<file path="src/envt_regs.svh">
/*
 envelope timer register map, field positions, reset values and counts.
 assumes an ahb-lite slave with one aligned 32-bit word per register.
*/
`ifndef ENVT_REGS_SVH
`define ENVT_REGS_SVH
// printed offsets are register indices; byte address is four times them
`define ENVT_IDX_CONV_CTRL 8'h1E
`define ENVT_IDX_TMR_CTRL 8'h22
`define ENVT_IDX_CNT_LOW 8'h25
`define ENVT_IDX_CNT_HIGH 8'h26
`define ENVT_IDX_IRQ_STAT 8'h30
`define ENVT_IDX_IRQ_MASK 8'h31
// control register fields
`define ENVT_RUN_BIT 7
`define ENVT_PORTCLK_BIT 6
`define ENVT_CSEL_HI 5
`define ENVT_CSEL_LO 4
`define ENVT_MODE2_BIT 0
`define ENVT_MARK_BIT 7
`define ENVT_CONV_EN_BIT 3
// reset values
`define ENVT_RST_CTRL 8'h00
`define ENVT_RST_CNT 12'h000
// oscillator divide counts
`define ENVT_DIV4 6'h03
`define ENVT_DIV64 6'h3F
`define ENVT_CNT_MAX 12'hFFF
`endif

</file>
<file path="src/envt_pkg.sv">
/*
 types shared by the envelope timer.
 assumes envt_regs.svh is available on the include path.
*/
package envt_pkg;
   // ahb address phase captured for the data phase
   typedef struct packed {
      logic valid;
      logic write;
      logic [7:0] idx;
   } envt_ahb_req_t;
   // counter clock sources
   typedef enum logic [1:0] {
      ENVT_SRC_OSC = 2'h0,
      ENVT_SRC_DIV4 = 2'h1,
      ENVT_SRC_DIV64 = 2'h2,
      ENVT_SRC_CARRIER = 2'h3
   } envt_src_t;
endpackage

</file>
<file path="src/envt_timer.sv">
/*
 envelope timer: 12-bit reloading down-counter with envelope output,
 sensor converter control and an ahb-lite register slave.
 assumes carrier and port inputs are asynchronous pins, one clock domain.
*/
`timescale 1ns/10ps
`include "envt_regs.svh"

// How it works
// - the count is 12 bits and drops by one on each selected tick.
// - a two-bit field picks osc, osc/4, osc/64 or the carrier as tick.
// - on overflow the count reloads from the stored reload value and the flag sets.
// - a tick while the count is 000 is the overflow; the count reloads instead of going to FFF.
// - control bit 7 runs the counter; zero holds it.
// - control bit 6 takes the tick from port C bit 7 instead.
// - control bit 0 enables the second envelope mode.
// - low data writes store the reload low byte; reads give the count low byte.
// - high data bits 3:0 store the reload nibble; reads give the count nibble.
// - in the second mode high data bit 7 sets mark (1) or space (0).
// - the converter works only while its control bit 3 is set.
// - converter bits 2:0 each enable one sensor drive port.
// - original mode on carrier tick toggles the envelope at each overflow.
// - on an oscillator tick the carrier run bit gates the output directly.
module envt_timer
   import envt_pkg::*;
(
   input wire logic core_clk,
   input wire logic sys_rst,
   input wire logic hsel,
   input wire logic [31:0] haddr,
   input wire logic [1:0] htrans,
   input wire logic hwrite,
   input wire logic [2:0] hsize,
   input wire logic [31:0] hwdata,
   input wire logic hready,
   output logic [31:0] hrdata,
   output logic hreadyout,
   output logic hresp,
   input wire logic carrier_clock_source,
   input wire logic carrier_timer_run,
   input wire logic port_c7_in,
   output logic infrared_output_pin,
   output logic [2:0] sensor_port_enables,
   output logic envelope_overflow_event,
   output logic irq
);

   // ==========================================================
   // bus slave
   envt_ahb_req_t req_r;
   logic [7:0] conv_ctrl_r;
   logic [7:0] tmr_ctrl_r;
   logic [7:0] reload_low_byte;
   logic [7:0] high_reg_r;
   logic [11:0] cnt_r;
   logic flag_r;
   logic mask_r;
   logic ovf;
   logic wr_en;
   logic [7:0] wd;

   assign wr_en = req_r.valid & req_r.write;
   assign wd = hwdata[7:0];

   // capture the address phase; single zero-wait-state slave
   always_ff @(posedge core_clk or posedge sys_rst) begin
      if (sys_rst) begin
         req_r <= '0;
      end else if (hready) begin
         req_r.valid <= hsel & htrans[1] & (haddr[1:0] == 2'h0);
         req_r.write <= hwrite;
         req_r.idx <= haddr[9:2];
      end
   end

   // always ready and okay; reads answer in the data phase cycle
   always_ff @(posedge core_clk or posedge sys_rst) begin
      if (sys_rst) begin
         hreadyout <= 1'b1;
         hresp <= 1'b0;
      end else begin
         hreadyout <= 1'b1;
         hresp <= 1'b0;
      end
   end

   // read data registered from the address phase so data is ready at once
   always_ff @(posedge core_clk or posedge sys_rst) begin
      if (sys_rst) begin
         hrdata <= 32'h0000_0000;
      end else if (hready && hsel && htrans[1] && !hwrite) begin
         if (haddr[9:2] == `ENVT_IDX_CONV_CTRL) begin
            hrdata <= {24'h000000, conv_ctrl_r};
         end else if (haddr[9:2] == `ENVT_IDX_TMR_CTRL) begin
            hrdata <= {24'h000000, tmr_ctrl_r};
         end else if (haddr[9:2] == `ENVT_IDX_CNT_LOW) begin
            hrdata <= {24'h000000, cnt_r[7:0]};
         end else if (haddr[9:2] == `ENVT_IDX_CNT_HIGH) begin
            hrdata <= {24'h000000, high_reg_r[7:4], cnt_r[11:8]};
         end else if (haddr[9:2] == `ENVT_IDX_IRQ_STAT) begin
            hrdata <= {31'h00000000, flag_r};
         end else if (haddr[9:2] == `ENVT_IDX_IRQ_MASK) begin
            hrdata <= {31'h00000000, mask_r};
         end else begin
            hrdata <= 32'h0000_0000;
         end
      end
   end

   // ==========================================================
   // control registers; reserved bits are kept but drive nothing
   always_ff @(posedge core_clk or posedge sys_rst) begin
      if (sys_rst) begin
         conv_ctrl_r <= `ENVT_RST_CTRL;
         tmr_ctrl_r <= `ENVT_RST_CTRL;
         reload_low_byte <= `ENVT_RST_CTRL;
         high_reg_r <= `ENVT_RST_CTRL;
         mask_r <= 1'b0;
      end else if (wr_en) begin
         if (req_r.idx == `ENVT_IDX_CONV_CTRL) begin
            conv_ctrl_r <= wd;
         end else if (req_r.idx == `ENVT_IDX_TMR_CTRL) begin
            tmr_ctrl_r <= wd;
         end else if (req_r.idx == `ENVT_IDX_CNT_LOW) begin
            reload_low_byte <= wd;
         end else if (req_r.idx == `ENVT_IDX_CNT_HIGH) begin
            high_reg_r <= wd;
         end else if (req_r.idx == `ENVT_IDX_IRQ_MASK) begin
            mask_r <= wd[0];
         end
      end
   end

   logic run;
   logic from_port;
   envt_src_t csel;
   logic mode2;
   assign run = tmr_ctrl_r[`ENVT_RUN_BIT];
   assign from_port = tmr_ctrl_r[`ENVT_PORTCLK_BIT];
   assign csel = envt_src_t'(tmr_ctrl_r[`ENVT_CSEL_HI:`ENVT_CSEL_LO]);
   assign mode2 = tmr_ctrl_r[`ENVT_MODE2_BIT];

   // ==========================================================
   // pin synchronisers: three stages, change taken when 2 and 3 agree
   logic [2:0] car_s_r;
   logic [2:0] port_s_r;
   logic [2:0] crun_s_r;
   logic car_q_r;
   logic port_q_r;
   logic crun_q_r;

   always_ff @(posedge core_clk or posedge sys_rst) begin
      if (sys_rst) begin
         car_s_r <= 3'h0;
         port_s_r <= 3'h0;
         crun_s_r <= 3'h0;
      end else begin
         car_s_r <= {car_s_r[1:0], carrier_clock_source};
         port_s_r <= {port_s_r[1:0], port_c7_in};
         crun_s_r <= {crun_s_r[1:0], carrier_timer_run};
      end
   end

   // filtered levels; a disagreement keeps the previous value
   always_ff @(posedge core_clk or posedge sys_rst) begin
      if (sys_rst) begin
         car_q_r <= 1'b0;
         port_q_r <= 1'b0;
         crun_q_r <= 1'b0;
      end else begin
         if (car_s_r[1] == car_s_r[2]) car_q_r <= car_s_r[2];
         if (port_s_r[1] == port_s_r[2]) port_q_r <= port_s_r[2];
         if (crun_s_r[1] == crun_s_r[2]) crun_q_r <= crun_s_r[2];
      end
   end

   logic car_rise;
   logic port_rise;
   assign car_rise = (car_s_r[1] == car_s_r[2]) & car_s_r[2] & ~car_q_r;
   assign port_rise = (port_s_r[1] == port_s_r[2]) & port_s_r[2]
      & ~port_q_r;

   // ==========================================================
   // oscillator prescaler; free-running so ticks need no restart
   logic [5:0] pre_r;
   always_ff @(posedge core_clk or posedge sys_rst) begin
      if (sys_rst) begin
         pre_r <= 6'h00;
      end else begin
         pre_r <= pre_r + 6'h01;
      end
   end

   // tick selection
   logic tick;
   always_comb begin
      if (from_port) begin
         // port input only counts while the converter is enabled
         tick = port_rise & conv_ctrl_r[`ENVT_CONV_EN_BIT];
      end else begin
         case (csel)
            ENVT_SRC_OSC: tick = 1'b1;
            ENVT_SRC_DIV4: tick = ((pre_r & `ENVT_DIV4) == `ENVT_DIV4);
            ENVT_SRC_DIV64: tick = (pre_r == `ENVT_DIV64);
            default: tick = car_rise;
         endcase
      end
   end

   // ==========================================================
   // counter
   assign ovf = run & tick & (cnt_r == 12'h000);

   always_ff @(posedge core_clk or posedge sys_rst) begin
      if (sys_rst) begin
         cnt_r <= `ENVT_RST_CNT;
      end else if (run && tick) begin
         if (cnt_r == 12'h000) begin
            cnt_r <= {high_reg_r[3:0], reload_low_byte};
         end else begin
            cnt_r <= cnt_r - 12'h001;
         end
      end
   end

   // sticky flag; a new overflow beats a same-cycle clear
   always_ff @(posedge core_clk or posedge sys_rst) begin
      if (sys_rst) begin
         flag_r <= 1'b0;
      end else if (ovf) begin
         flag_r <= 1'b1;
      end else if (wr_en && req_r.idx == `ENVT_IDX_IRQ_STAT && wd[0]) begin
         flag_r <= 1'b0;
      end
   end

   always_ff @(posedge core_clk or posedge sys_rst) begin
      if (sys_rst) begin
         irq <= 1'b0;
         envelope_overflow_event <= 1'b0;
      end else begin
         irq <= (flag_r | ovf) & mask_r;
         envelope_overflow_event <= ovf;
      end
   end

   // ==========================================================
   // envelope: toggles per overflow, or mark bit in mode 2
   logic env_r;
   always_ff @(posedge core_clk or posedge sys_rst) begin
      if (sys_rst) begin
         env_r <= 1'b0;
      end else if (!run) begin
         env_r <= 1'b0;
      end else if (mode2) begin
         // bit sampled as written; software refreshes it per overflow
         env_r <= high_reg_r[`ENVT_MARK_BIT];
      end else if (ovf) begin
         env_r <= ~env_r;
      end
   end

   logic car_mode;
   assign car_mode = ~from_port & (csel == ENVT_SRC_CARRIER);

   always_ff @(posedge core_clk or posedge sys_rst) begin
      if (sys_rst) begin
         infrared_output_pin <= 1'b0;
      end else if (car_mode && run) begin
         infrared_output_pin <= env_r & car_q_r;
      end else begin
         infrared_output_pin <= crun_q_r & car_q_r;
      end
   end

   // sensor drive enables only while the converter is on
   always_ff @(posedge core_clk or posedge sys_rst) begin
      if (sys_rst) begin
         sensor_port_enables <= 3'h0;
      end else begin
         sensor_port_enables <= conv_ctrl_r[2:0]
            & {3{conv_ctrl_r[`ENVT_CONV_EN_BIT]}};
      end
   end
endmodule

</file>
<file path="config.mk">
export PLATFORM = sky130hd
export DESIGN_NAME = envt_timer
export DESIGN_NICKNAME = d
export VERILOG_FILES = /design/src/envt_pkg.sv /design/src/envt_timer.sv
export VERILOG_INCLUDE_DIRS = /design/src
export SDC_FILE = /design/constraint.sdc
export NUM_CORES = 1
export LEC_CHECK = 0
export BUFFER_PORTS_ARGS = -buffer_cell sky130_fd_sc_hd__buf_2
export CAP_MARGIN = 15
export CORE_ASPECT_RATIO = 0.7
export CORE_MARGIN = 1
export CORE_UTILIZATION = 47
export CTS_CLUSTER_SIZE = 30
export DETAILED_ROUTE_END_ITERATION = 6
export GPL_ROUTABILITY_DRIVEN = 0
export PLACE_DENSITY = 0.78
export SKIP_CTS_REPAIR_TIMING = 1
export SYNTH_ARGS = -nofsm -noshare
export SYNTH_HDL_FRONTEND = slang
export SYNTH_SLANG_ARGS = --single-unit
</file>
<file path="constraint.sdc">
create_clock -name core_clk -period 2.7 [get_ports core_clk]
set_clock_uncertainty 0.15 [all_clocks]
set_input_delay 0.27 -clock core_clk [delete_from_list [all_inputs] [get_ports core_clk]]
set_output_delay 0.27 -clock core_clk [all_outputs]
set_load 0.01 [all_outputs]
</file>
## Word level (Yosys, flattened, before mapping)

Cells that the tools add are included.

| storage, ports and cells | value |
|---|---|
| output and inout bits | 40 |
| register bits after elaboration | 113 |
| logic and storage cells | 102 |
| input port bits | 77 |

| cells by class | value |
|---|---|
| multiplexer cells | 15 |
| bitwise logic cells | 24 |
| reduce and logical (&&, ||, !) cells | 17 |
| add/subtract/negate cells | 2 |
| equal/unequal tests | 21 |

Operators with widths:

| cell | count |
|---|---|
| $eq A8 B6 Y1 const B | 10 |
| $mux W8 | 4 |
| $eq A8 B5 Y1 const B | 2 |
| $and A1 B1 Y1 | 14 |
| $logic_not A12 Y1 | 1 |
| $mux W12 | 1 |
| $sub A12 B1 Y12 const B | 1 |
| $mux W1 | 9 |
| $not A1 Y1 | 8 |
| $logic_and A1 B1 Y1 | 7 |
| $add A6 B1 Y6 const B | 1 |
| $eq A2 B2 Y1 const B | 3 |
| $eq A6 B6 Y1 const B | 1 |
| $reduce_and A6 Y1 | 1 |
| $reduce_and A5 Y1 | 1 |
| $logic_not A2 Y1 | 2 |
| $reduce_and A4 Y1 | 1 |
| $and A3 B3 Y3 | 1 |
| $eq A1 B1 Y1 | 3 |
| $ne A3 B2 Y1 const B | 1 |
| $pmux W1 S3 | 1 |
| $reduce_and A3 Y1 | 1 |
| $eq A2 B1 Y1 const B | 1 |
| $reduce_and A2 Y1 | 1 |
| 3 further kinds | 3 |

## Longest topological paths before layout

Gate-level depths: netlist of the first run.

| depth | value |
|---|---|
| word-level depth | 10 |
| gate-level depth with buffers | 9 |
| mapped depth without buffers | 7 |

## Worst setup path before layout of the first run

OpenSTA, ideal clock, no wires.

| timing path | value |
|---|---|
| path type | register -> register |
| from | register req_r[6] (netlist name) |
| to | register tmr_ctrl_r[1] |
| arrival time | 1,866 ps |
| setup time | 125 ps |
| data required time | 2,425 ps |
| buffers on the path | 1 |
| path slack | 559 ps |
| clock period less this slack | 2,141 ps |
| stages on the path, launching flop included | 7 |
| cell sequence | dfrtp_1 > and4bb_2 > nand3b_1 > or2_1 > buf_2 > nor4b_4 > mux2_2 |

| on the way | value |
|---|---|
| longest elaborated chain between the ends | 3 |
| elaborated cells on any way between the ends | 4 |
| classes of those cells | eq/ne: 2; bitwise: 1; reduce/logical: 1 |

Ends and longest elaborated chain:

| what | line | text |
|---|---|---|
| start: declaration | envt_timer.sv:50 | `envt_ahb_req_t req_r;` |
| $eq A8 B5 Y1 (no source line) | n/a |  |
| $not A1 Y1 (no source line) | n/a |  |
| $reduce_and A3 Y1 (no source line) (*) | n/a |  |
| end signal: assignment | envt_timer.sv:115 | `` tmr_ctrl_r <= `ENVT_RST_CTRL; `` |
| end signal: assignment | envt_timer.sv:123 | `tmr_ctrl_r <= wd;` |
| end: declaration | envt_timer.sv:52 | `logic [7:0] tmr_ctrl_r;` |

Mark *: on every way between the ends. The rest lies on a longest branch, timed or not.
A chain may end at the register's enable or synchronous reset.

## Final worst setup path of the first run

| timing path | value |
|---|---|
| from | register cnt_r[8] |
| to | register irq |

| on the way | value |
|---|---|
| longest elaborated chain between the ends | 4 |

Ends and longest elaborated chain:

| what | line | text |
|---|---|---|
| start: declaration | envt_timer.sv:55 | `logic [11:0] cnt_r;` |
| start signal: assignment | envt_timer.sv:216 | `` cnt_r <= `ENVT_RST_CNT; `` |
| start signal: assignment | envt_timer.sv:219 | `cnt_r <= {high_reg_r[3:0], reload_low_byte};` |
| start signal: assignment | envt_timer.sv:221 | `cnt_r <= cnt_r - 12'h001;` |
| $logic_not A12 Y1 | envt_timer.sv:212 | `assign ovf = run & tick & (cnt_r == 12'h000);` |
| $and A1 B1 Y1 | envt_timer.sv:212 |  |
| net ovf | envt_timer.sv:58 | `logic ovf;` |
| $or A1 B1 Y1 | envt_timer.sv:242 | `irq <= (flag_r \| ovf) & mask_r;` |
| $and A1 B1 Y1 | envt_timer.sv:242 |  |
| end signal: assignment | envt_timer.sv:242 |  |
| end: declaration | envt_timer.sv:45 | `output logic irq` |

The timed path passes the listed nets, and every way through them passes these cells.

==> results of run 1 <==
-- stage by stage --
stage	area [um^2]	utilization [%]	setup slack, ns
after floorplan	4250	-	0.559
after global placement	4480	52.7	0.335
after detailed placement	4480	52.7	0.290
after CTS	4800	56.3	0.261
after global routing	4840	56.8	0.100
final	4840	56.8	0.250
-- worst max-delay path, stage by stage, from the launching register on --
cell,delay (ns)
dfrtp_1,0.46
or3_1,0.39
or2_1,0.25
or3_1,0.55
buf_4,0.24
nor2_1,0.20
o21a_1,0.14
-- sequential cells by signal (all words and copies together) (netlist names), 3 cells and up --
signal               count
pre_r                    6
cnt_r                   12
conv_ctrl_r              8
reload_low_byte          8
car_s_r                  3
req_r                   10
crun_s_r                 3
hrdata                   8
sensor_port_enables      3
tmr_ctrl_r               8
port_s_r                 3
high_reg_r               8
-- cells in the mapped netlist, types with 2 or more instances --
cell	number	share of area [%]
nor3b_1	2	0.36
xor2_1	2	0.42
xnor2_1	3	0.63
nor3_1	8	0.96
conb_1	2	0.18
mux2_2	46	12
o21a_1	2	0.36
and2_1	4	0.60
nand3_1	9	1.1
a21oi_1	17	2.0
inv_1	7	0.63
nand4b_1	5	1.1
a31oi_1	2	0.30
or3_1	2	0.30
o22ai_1	2	0.30
nor2b_1	4	0.60
or2_1	2	0.30
a22oi_1	15	2.7
o21ai_0	14	1.7
buf_4	26	4.7
nor2_1	29	2.6
o31ai_1	3	0.54
ha_1	4	1.2
nand3b_1	4	0.72
dfrtp_1	89	54
buf_6	2	0.54
mux2i_1	8	1.9
nand2_1	24	2.2
a21o_1	2	0.36
nand4_1	3	0.45
clkbuf_1	4	0.36
-- placed cells by master, fill, tap and decap left out, drive strengths merged, types with 3 or more instances in the layout --
cell type,instances
ha,4
conb,26
nand3b,4
dlygate4sd3,4
nand2,24
nor2b,5
and2,4
o31ai,3
a21oi,17
nand4,3
a22oi,15
nand4b,5
inv,6
mux2i,8
nand3,9
nor3b,3
dfrtp,89
mux2,46
buf,55
o21ai,14
xnor2,3
nor3,10
clkbuf,12
nor2,30
-- power by group through the flow --
stage / Combinational, mW / Sequential, mW / Clock [mW]
after floorplan: 0.423 / 1.50 / 0
after global placement: 0.529 / 1.49 / 0
after detailed placement: 0.551 / 1.50 / 0
after CTS: 0.557 / 1.47 / 1.33
after global routing: 0.634 / 1.48 / 1.39
final: 0.563 / 1.47 / 1.30
-- per-layer routing --
metal,vias to the layer above,track usage [%]
li1,1352,-
met1,1447,28.5
met2,118,29.9
met3,9,7.32
met4,0,4.94
met5,-,0
-- cell families (layout without fill, tap and decap cells) --
| family | count (synthesis) | in the layout | share of synthesized area [%] |
|---|---|---|---|
| muxes | 54 | 54 | 14.4 |
| and+or+nand+nor | 106 | 106 | 14.0 |
| AOI/OAI and AO/OA | 60 | 60 | 8.88 |
| buffers and inverters | 41 | 81 | 6.44 |
| DFF | 89 | 89 | 53.6 |
| adders and majority gates | 5 | 5 | 1.44 |
| xor gates and xnor gates | 5 | 5 | 1.05 |
| other | 2 | 26 | 0.181 |
-- cell type report --
type | instances | area share [%]
well taps | 120 | 3.10
clock buffers | 12 | 5.10
inverters | 7 | 0.621
repair buffers | 59 | 7.55
multi-input cells | 256 | 36.2
clock inverters | 3 | 1.35
flip-flops and latches | 89 | 46.1
-- worst paths after layout --
path                                       from                   endpoint
min                                      hwrite       req_r[8]$_DFFE_PP0P_
max in group asynchronous               sys_rst  tmr_ctrl_r[1]$_DFFE_PP0P_
max reg2reg                cnt_r[8]$_DFFE_PP0P_              irq$_DFF_PP0_
min reg2reg                car_s_r[0]$_DFF_PP0_       car_s_r[1]$_DFF_PP0_
max                        cnt_r[8]$_DFFE_PP0P_              irq$_DFF_PP0_
min in group asynchronous               sys_rst         pre_r[3]$_DFF_PP0_
==> flow_summary.toml, run 1 <==
[pwr]
p_clk_share_pct = 39.0
switchingPower_mw = 0.865
p_leak_nw = 2.32
p_per_area_nw_per_um2 = 690
intPower_mw = 2.47
p_comb_share_pct = 16.9
p_sw_share_pct = 25.9
seqPwrFrac_pct = 44.1
power.total_mw = 3.34
ir_drop_uv = 335

[run]
max-cap-violations = 0

[worst_setup_path]
timing_worst_setup_path_type = "reg2reg"
end_kind = "flip-flop"
startpoint_type = "flip-flop"
ff2ff_path_depth = 6
crit_arrival_ns = 2.58
cp_data_required_time_ns = 2.83
path_max_fanout = 13
regToRegSetupSlack_ns = 0.25

[global_route]
grt_use_total_pct = 20.3
antenna_found_initial = 0
overflow = 0
grt_pass1_wl_mm = 13.8
grt_pass1_vias = 2728
grt_max_degree = 63

[clocking]
htreeDepth = 3
cts.sinks = 89
clock_path_buffers = 2
clk_pin_slew_ns = 0.06
cts_root_buf = "clkbuf_16"
clk_latency_ns = 0.34
cts_inserted_buffers = 9
cts_tree = "built"

[final_layout]
stdcell_count = 546
final_nets = 503
regArea_um2 = 2230
fillers = 717
drive_above_1_share_pct = 28.6
multi_input_area_um2 = 1750
areaGrowthSynthToFinish_pct = 16.3
diodes = 0

[synthesis]
synth_edf_count = 0
avgSynthCellArea_um2 = 11.5
async_flop_share_pct = 100
ys_seq_area_share_pct = 53.6
synth_cells = 362
ys.flop_type = "dfrtp_1"
synth.ff_latch_count = 89
syn_area_um2 = 4160
ys_warn_count = 0
ys_types = 47

[worst_hold_path]
hp-class = "in2reg"
hold_depth = 2

[drt]
route.met2.wl_mm = 3.80
ant_nets = 0
drt_wl_total_mm = 8.59
drc = 0
first_iter_violations = 221
post_drt_via_cell_ratio = 5.36
met3WireLength_um = 669
dr.pass1.iters = 5
dr.max_layer_used = "met4"
wl_per_cell_um = 15.7
met1_length_mm = 4.07
num_vias = 2926

[floorplan]
start_util_pct = 48.8
dieHeight_um = 80.7
num_rows = 28
coreArea_um2 = 8510
dieArea_um2 = 9230
io_pins = 117
die_w_um = 114

[timing]
hold_slack_ns = 0.0356
worst_pin_slew_ns = 0.613
grt_setup_unrepaired = "no"
finalSetupViolations = 0
hold_viol = 0
setup_tns_ns = 0
slew_violations = 0
fin_crit_sh_pct = 90.7
period_needed_ns = 2.45
relSlewSlack_pct = 59.0
timing.fmax_ghz = 0.408

[place]
portBuffers = 40
dp.final_hpwl_mm = 6.12
dpl.cell_count = 527

[run_status]
status = "completed"
No activity file was read; power rests on OpenSTA's default activity.
==> run 2, diff against run 1 <==
--- a/config.mk
+++ b/config.mk
@@ -15,6 +15,7 @@
 export DETAILED_ROUTE_END_ITERATION = 6
 export GPL_ROUTABILITY_DRIVEN = 0
 export PLACE_DENSITY = 0.78
+export RECOVER_POWER = 25
 export SKIP_CTS_REPAIR_TIMING = 1
 export SYNTH_ARGS = -nofsm -noshare
 export SYNTH_HDL_FRONTEND = slang
==> run 2 against run 1 <==
  * Global-route usage unchanged
  * Register-to-register slack barely moved
  * Sequential cell count unchanged
  * Sequential power barely moved
  * Fmax up 0.26%
  * Utilization barely moved
  * Critical path type unchanged
  * Highest routed layer unchanged
==> flow_summary.toml, run 2 (synthesized netlist as in run 1, its figures left out) <==
[run_status]
status = "completed"

[pwr]
power.total_mw = 3.34
p_leak_nw = 2.32
p_per_area_nw_per_um2 = 690
ir_drop_uv = 334

[timing]
grt_setup_unrepaired = "no"
period_needed_ns = 2.44
worst_pin_slew_ns = 1.24
setup_tns_ns = 0
hold_slack_ns = 0.0356
timing.fmax_ghz = 0.409
hold_viol = 0
relSlewSlack_pct = 16.7
finalSetupViolations = 0
slew_violations = 0
post-route-worst-setup-slack_ns = 0.256
fin_crit_sh_pct = 90.5

[run]
max-cap-violations = 0

[worst_setup_path]
regToRegSetupSlack_ns = 0.26
critPathSlowestCell = "or3_1"
cp_cell_sequence = "or3_1, or2_1, or3_1, buf_4, nor2_1, o21a_1"
worst-path-buf-inv = 1
timing_worst_setup_path_type = "reg2reg"
end_kind = "flip-flop"
cp_data_required_time_ns = 2.83
cp_common_cell = "or3_1"
path_max_fanout = 13
crit_arrival_ns = 2.57
crit_family = "simple AND/OR/NAND/NOR gates"
startpoint_type = "flip-flop"
max_stage_delay_ns = 0.55

[drt]
first_iter_violations = 221
drc = 0
dr.pass1.iters = 7
drt_wl_total_mm = 8.60
post_drt_via_cell_ratio = 5.29
ant_nets = 0
num_vias = 2888
wl_per_cell_um = 15.7

[clocking]
clk_pin_slew_ns = 0.06
htreeDepth = 3
cts_root_buf = "clkbuf_16"
clk_latency_ns = 0.34
cts.sinks = 89
cts_tree = "built"
clock_path_buffers = 2
cts_inserted_buffers = 9

[final_layout]
drive_above_1_share_pct = 28.6
final_common_cell = "dfrtp_1"
final_nets = 503
reg_top3 = "cnt_r (12), req_r (10)"
areaGrowthSynthToFinish_pct = 16.3
stdcell_count = 546
largest-register = "cnt_r"
fin_util_pct = 56.8
mostFrequentLayoutCells = "dfrtp_1, mux2_2, buf_2, nor2_1, conb_1"
largest_reg_flops = 12
final_area_um2 = 4830
diodes = 0

[global_route]
grt_pass1_vias = 2728
overflow = 0
grt_max_degree = 63
antenna_found_initial = 0
grt_pass1_wl_mm = 13.8
grt_use_total_pct = 20.3

[place]
portBuffers = 40
placed_cell_area_um2 = 4480
dpl_worst_slack_ns = 0.290
dp.final_hpwl_mm = 6.12
dpl.cell_count = 527

[floorplan]
die_w_um = 114
dieHeight_um = 80.7
dieArea_um2 = 9230
coreArea_um2 = 8510
start_util_pct = 48.8
io_pins = 117
num_rows = 28

[worst_hold_path]
hp-class = "in2reg"
run 2: cell counts in the layout (fill, tap and decap cells not counted):
No cell type changed its count.
run 2: routing by layer:
layer / global-route usage (%) / vias to the layer above / wire (um) / share of wire [%]
met2: 29.9 / 99 / 3850 / 45
li1: - / 1354 / - / -
met5: 0 / - / 0 / 0
met3: 7.32 / 7 / 589 / 6.9
met4: 4.94 / 0 / 45 / 0.52
met1: 28.5 / 1428 / 4120 / 48
run 2: report_power, final:
group	internal [mW]	total, mW	switching (mW)	leakage, nW
combinational	0.231	0.562	0.331	1.02
sequential	1.41	1.47	0.0599	1.15
clock	0.829	1.30	0.472	0.153
run 2: worst paths after layout:
path,startpoint,endpoint,depth (start not counted)
min in group asynchronous,sys_rst,pre_r[3]$_DFF_PP0_,3
worst max-delay path,cnt_r[8]$_DFFE_PP0P_,irq$_DFF_PP0_,6
worst min-delay path,hwrite,req_r[8]$_DFFE_PP0P_,2
max in group asynchronous,sys_rst,tmr_ctrl_r[1]$_DFFE_PP0P_,4
worst max register to register,cnt_r[8]$_DFFE_PP0P_,irq$_DFF_PP0_,6
worst min register to register,car_s_r[0]$_DFF_PP0_,car_s_r[1]$_DFF_PP0_,0
run 2: layout make-up:
class,count,area (um^2)
Clock inverter,3,65.1
Tap cell,120,150
Clock buffer,12,246
Multi-Input combinational cell,256,1750
Timing Repair Buffer,59,365
Fill cell,718,3680
Inverter,7,27.5
Sequential cell,89,2230
==> run 3, diff against run 2 <==
--- a/config.mk
+++ b/config.mk
@@ -14,7 +14,7 @@
 export CTS_CLUSTER_SIZE = 30
 export DETAILED_ROUTE_END_ITERATION = 6
 export GPL_ROUTABILITY_DRIVEN = 0
-export PLACE_DENSITY = 0.78
+export PLACE_DENSITY = 0.73
 export RECOVER_POWER = 25
 export SKIP_CTS_REPAIR_TIMING = 1
 export SYNTH_ARGS = -nofsm -noshare
==> run 3 against run 2 <==
  * Cell count grew 0.55%
  * Wire length is 0.77% higher
  * First-iteration DRC count is 11% lower
  * Fmax up 4.4%
  * Register-to-register slack improved by 0.10 ns
  * Global-route usage increased by 0.96 points
  * Largest cell class unchanged
==> flow_summary.toml, run 3 (synthesized netlist as in run 1, its figures left out) <==
[run_status]
status = "completed"

[timing]
setup_tns_ns = 0
period_needed_ns = 2.34
post-route-worst-setup-slack_ns = 0.360
finalSetupViolations = 0
fin_crit_sh_pct = 86.7
slew_violations = 0
grt_setup_unrepaired = "no"
timing.fmax_ghz = 0.427
worst_pin_slew_ns = 0.858
relSlewSlack_pct = 42.8
hold_viol = 0

[final_layout]
regArea_um2 = 2230
fillers = 730
drive_above_1_share_pct = 29.4
areaGrowthSynthToFinish_pct = 16.9
final_common_cell = "dfrtp_1"
reg_top3 = "cnt_r (12), req_r (10)"
largest-register = "cnt_r"
diodes = 0
final_nets = 505
multi_input_area_um2 = 1750
largest_reg_flops = 12
mostFrequentLayoutCells = "dfrtp_1, mux2_2, buf_2, nor2_1, conb_1"

[drt]
post_drt_via_cell_ratio = 5.30
drt_wl_total_mm = 8.66
drc = 0
first_iter_violations = 196
dr.pass1.iters = 4
wl_per_cell_um = 15.8
ant_nets = 0
num_vias = 2907

[worst_setup_path]
crit_end = "cnt_r[10]$_DFFE_PP0P_"
startpoint_type = "flip-flop"
r2r_end = "cnt_r[10]$_DFFE_PP0P_"
ff2ff_path_depth = 7
crit_arrival_ns = 2.42
timing_worst_setup_path_type = "reg2reg"
r2r-start = "pre_r[0]$_DFF_PP0_"
regToRegSetupSlack_ns = 0.36
cp_data_required_time_ns = 2.78
end_kind = "flip-flop"
startpoint = "pre_r[0]$_DFF_PP0_"
path_max_fanout = 5

[place]
dpl_worst_slack_ns = 0.383
portBuffers = 40
dp.final_hpwl_mm = 6.31

[floorplan]
start_util_pct = 48.8
dieArea_um2 = 9230
num_rows = 28
dieHeight_um = 80.7
coreArea_um2 = 8510
die_w_um = 114
io_pins = 117

[clocking]
clock_path_buffers = 2
cts.sinks = 89
clk_latency_ns = 0.34
cts_root_buf = "clkbuf_16"
cts_tree = "built"
htreeDepth = 3
cts_inserted_buffers = 9
clk_pin_slew_ns = 0.06

[global_route]
grt_pass1_wl_mm = 14.4
grt_use_total_pct = 21.3
grt_max_degree = 40
overflow = 0
antenna_found_initial = 0
grt_pass1_vias = 2838

[run]
max-cap-violations = 0

[pwr]
p_per_area_nw_per_um2 = 690
ir_drop_uv = 426
p_leak_nw = 2.33

[worst_hold_path]
hp-class = "in2reg"
-- run 3: cell count changes in the layout (fill, tap and decap cells not counted), sizes merged --
cell,change
buf,+1
clkbuf,-1
clkinv,+2
clkinvlp,+1
-- run 3: worst min path at each step --
stage	end	cells after the start	startpoint
floorplan	car_s_r[0]$_DFF_PP0_	0	carrier_clock_source
global placement	pre_r[3]$_DFF_PP0_	2	sys_rst
detailed placement	pre_r[2]$_DFF_PP0_	2	sys_rst
CTS	pre_r[0]$_DFF_PP0_	2	sys_rst
global route	req_r[8]$_DFFE_PP0P_	2	hwrite
finish	req_r[8]$_DFFE_PP0P_	2	hwrite
-- run 3: worst max-delay path, stage by stage (launching register included) --
cell,delay (ns)
dfrtp_1,0.36
ha_1,0.22
nor2b_1,0.06
o21a_1,0.16
o221ai_1,0.38
nand2_1,0.23
nor3_1,0.29
mux2_2,0.36
-- run 3: final cells by class --
cell class / instances / area share, %
Inverter: 7 / 0.567
Multi-Input combinational cell: 256 / 36.1
Clock inverter: 6 / 1.70
Timing Repair Buffer: 61 / 8.04
Tap cell: 120 / 3.09
Clock buffer: 10 / 4.71
Sequential cell: 89 / 45.8
-- run 3: routing by layer --
layer,global-route usage [%],share of wire (%),vias to the layer above
met1,30.6,49,1437
li1,-,-,1363
met3,6.11,7.8,8
met4,6.75,0.95,0
met2,30.8,43,99
met5,0,0,-
-- run 3: where the power goes --
part	internal, mW	switching (mW)
combinational	0.248	0.336
sequential	1.41	0.0594
clock	0.805	0.489
total	2.47	0.885
-- run 3: metrics by stage --
stage	utilization, %	cells	hold slack (ns)	total power, mW	area [um^2]
after floorplan	-	386	0.151	1.92	4250
after global placement	53.1	529	0.148	2.05	4520
after detailed placement	53.1	529	0.143	2.07	4520
after CTS	56.8	545	-0.222	3.37	4840
after global routing	57.1	549	0.0433	3.51	4860
final	57.1	549	0.0419	3.35	4860
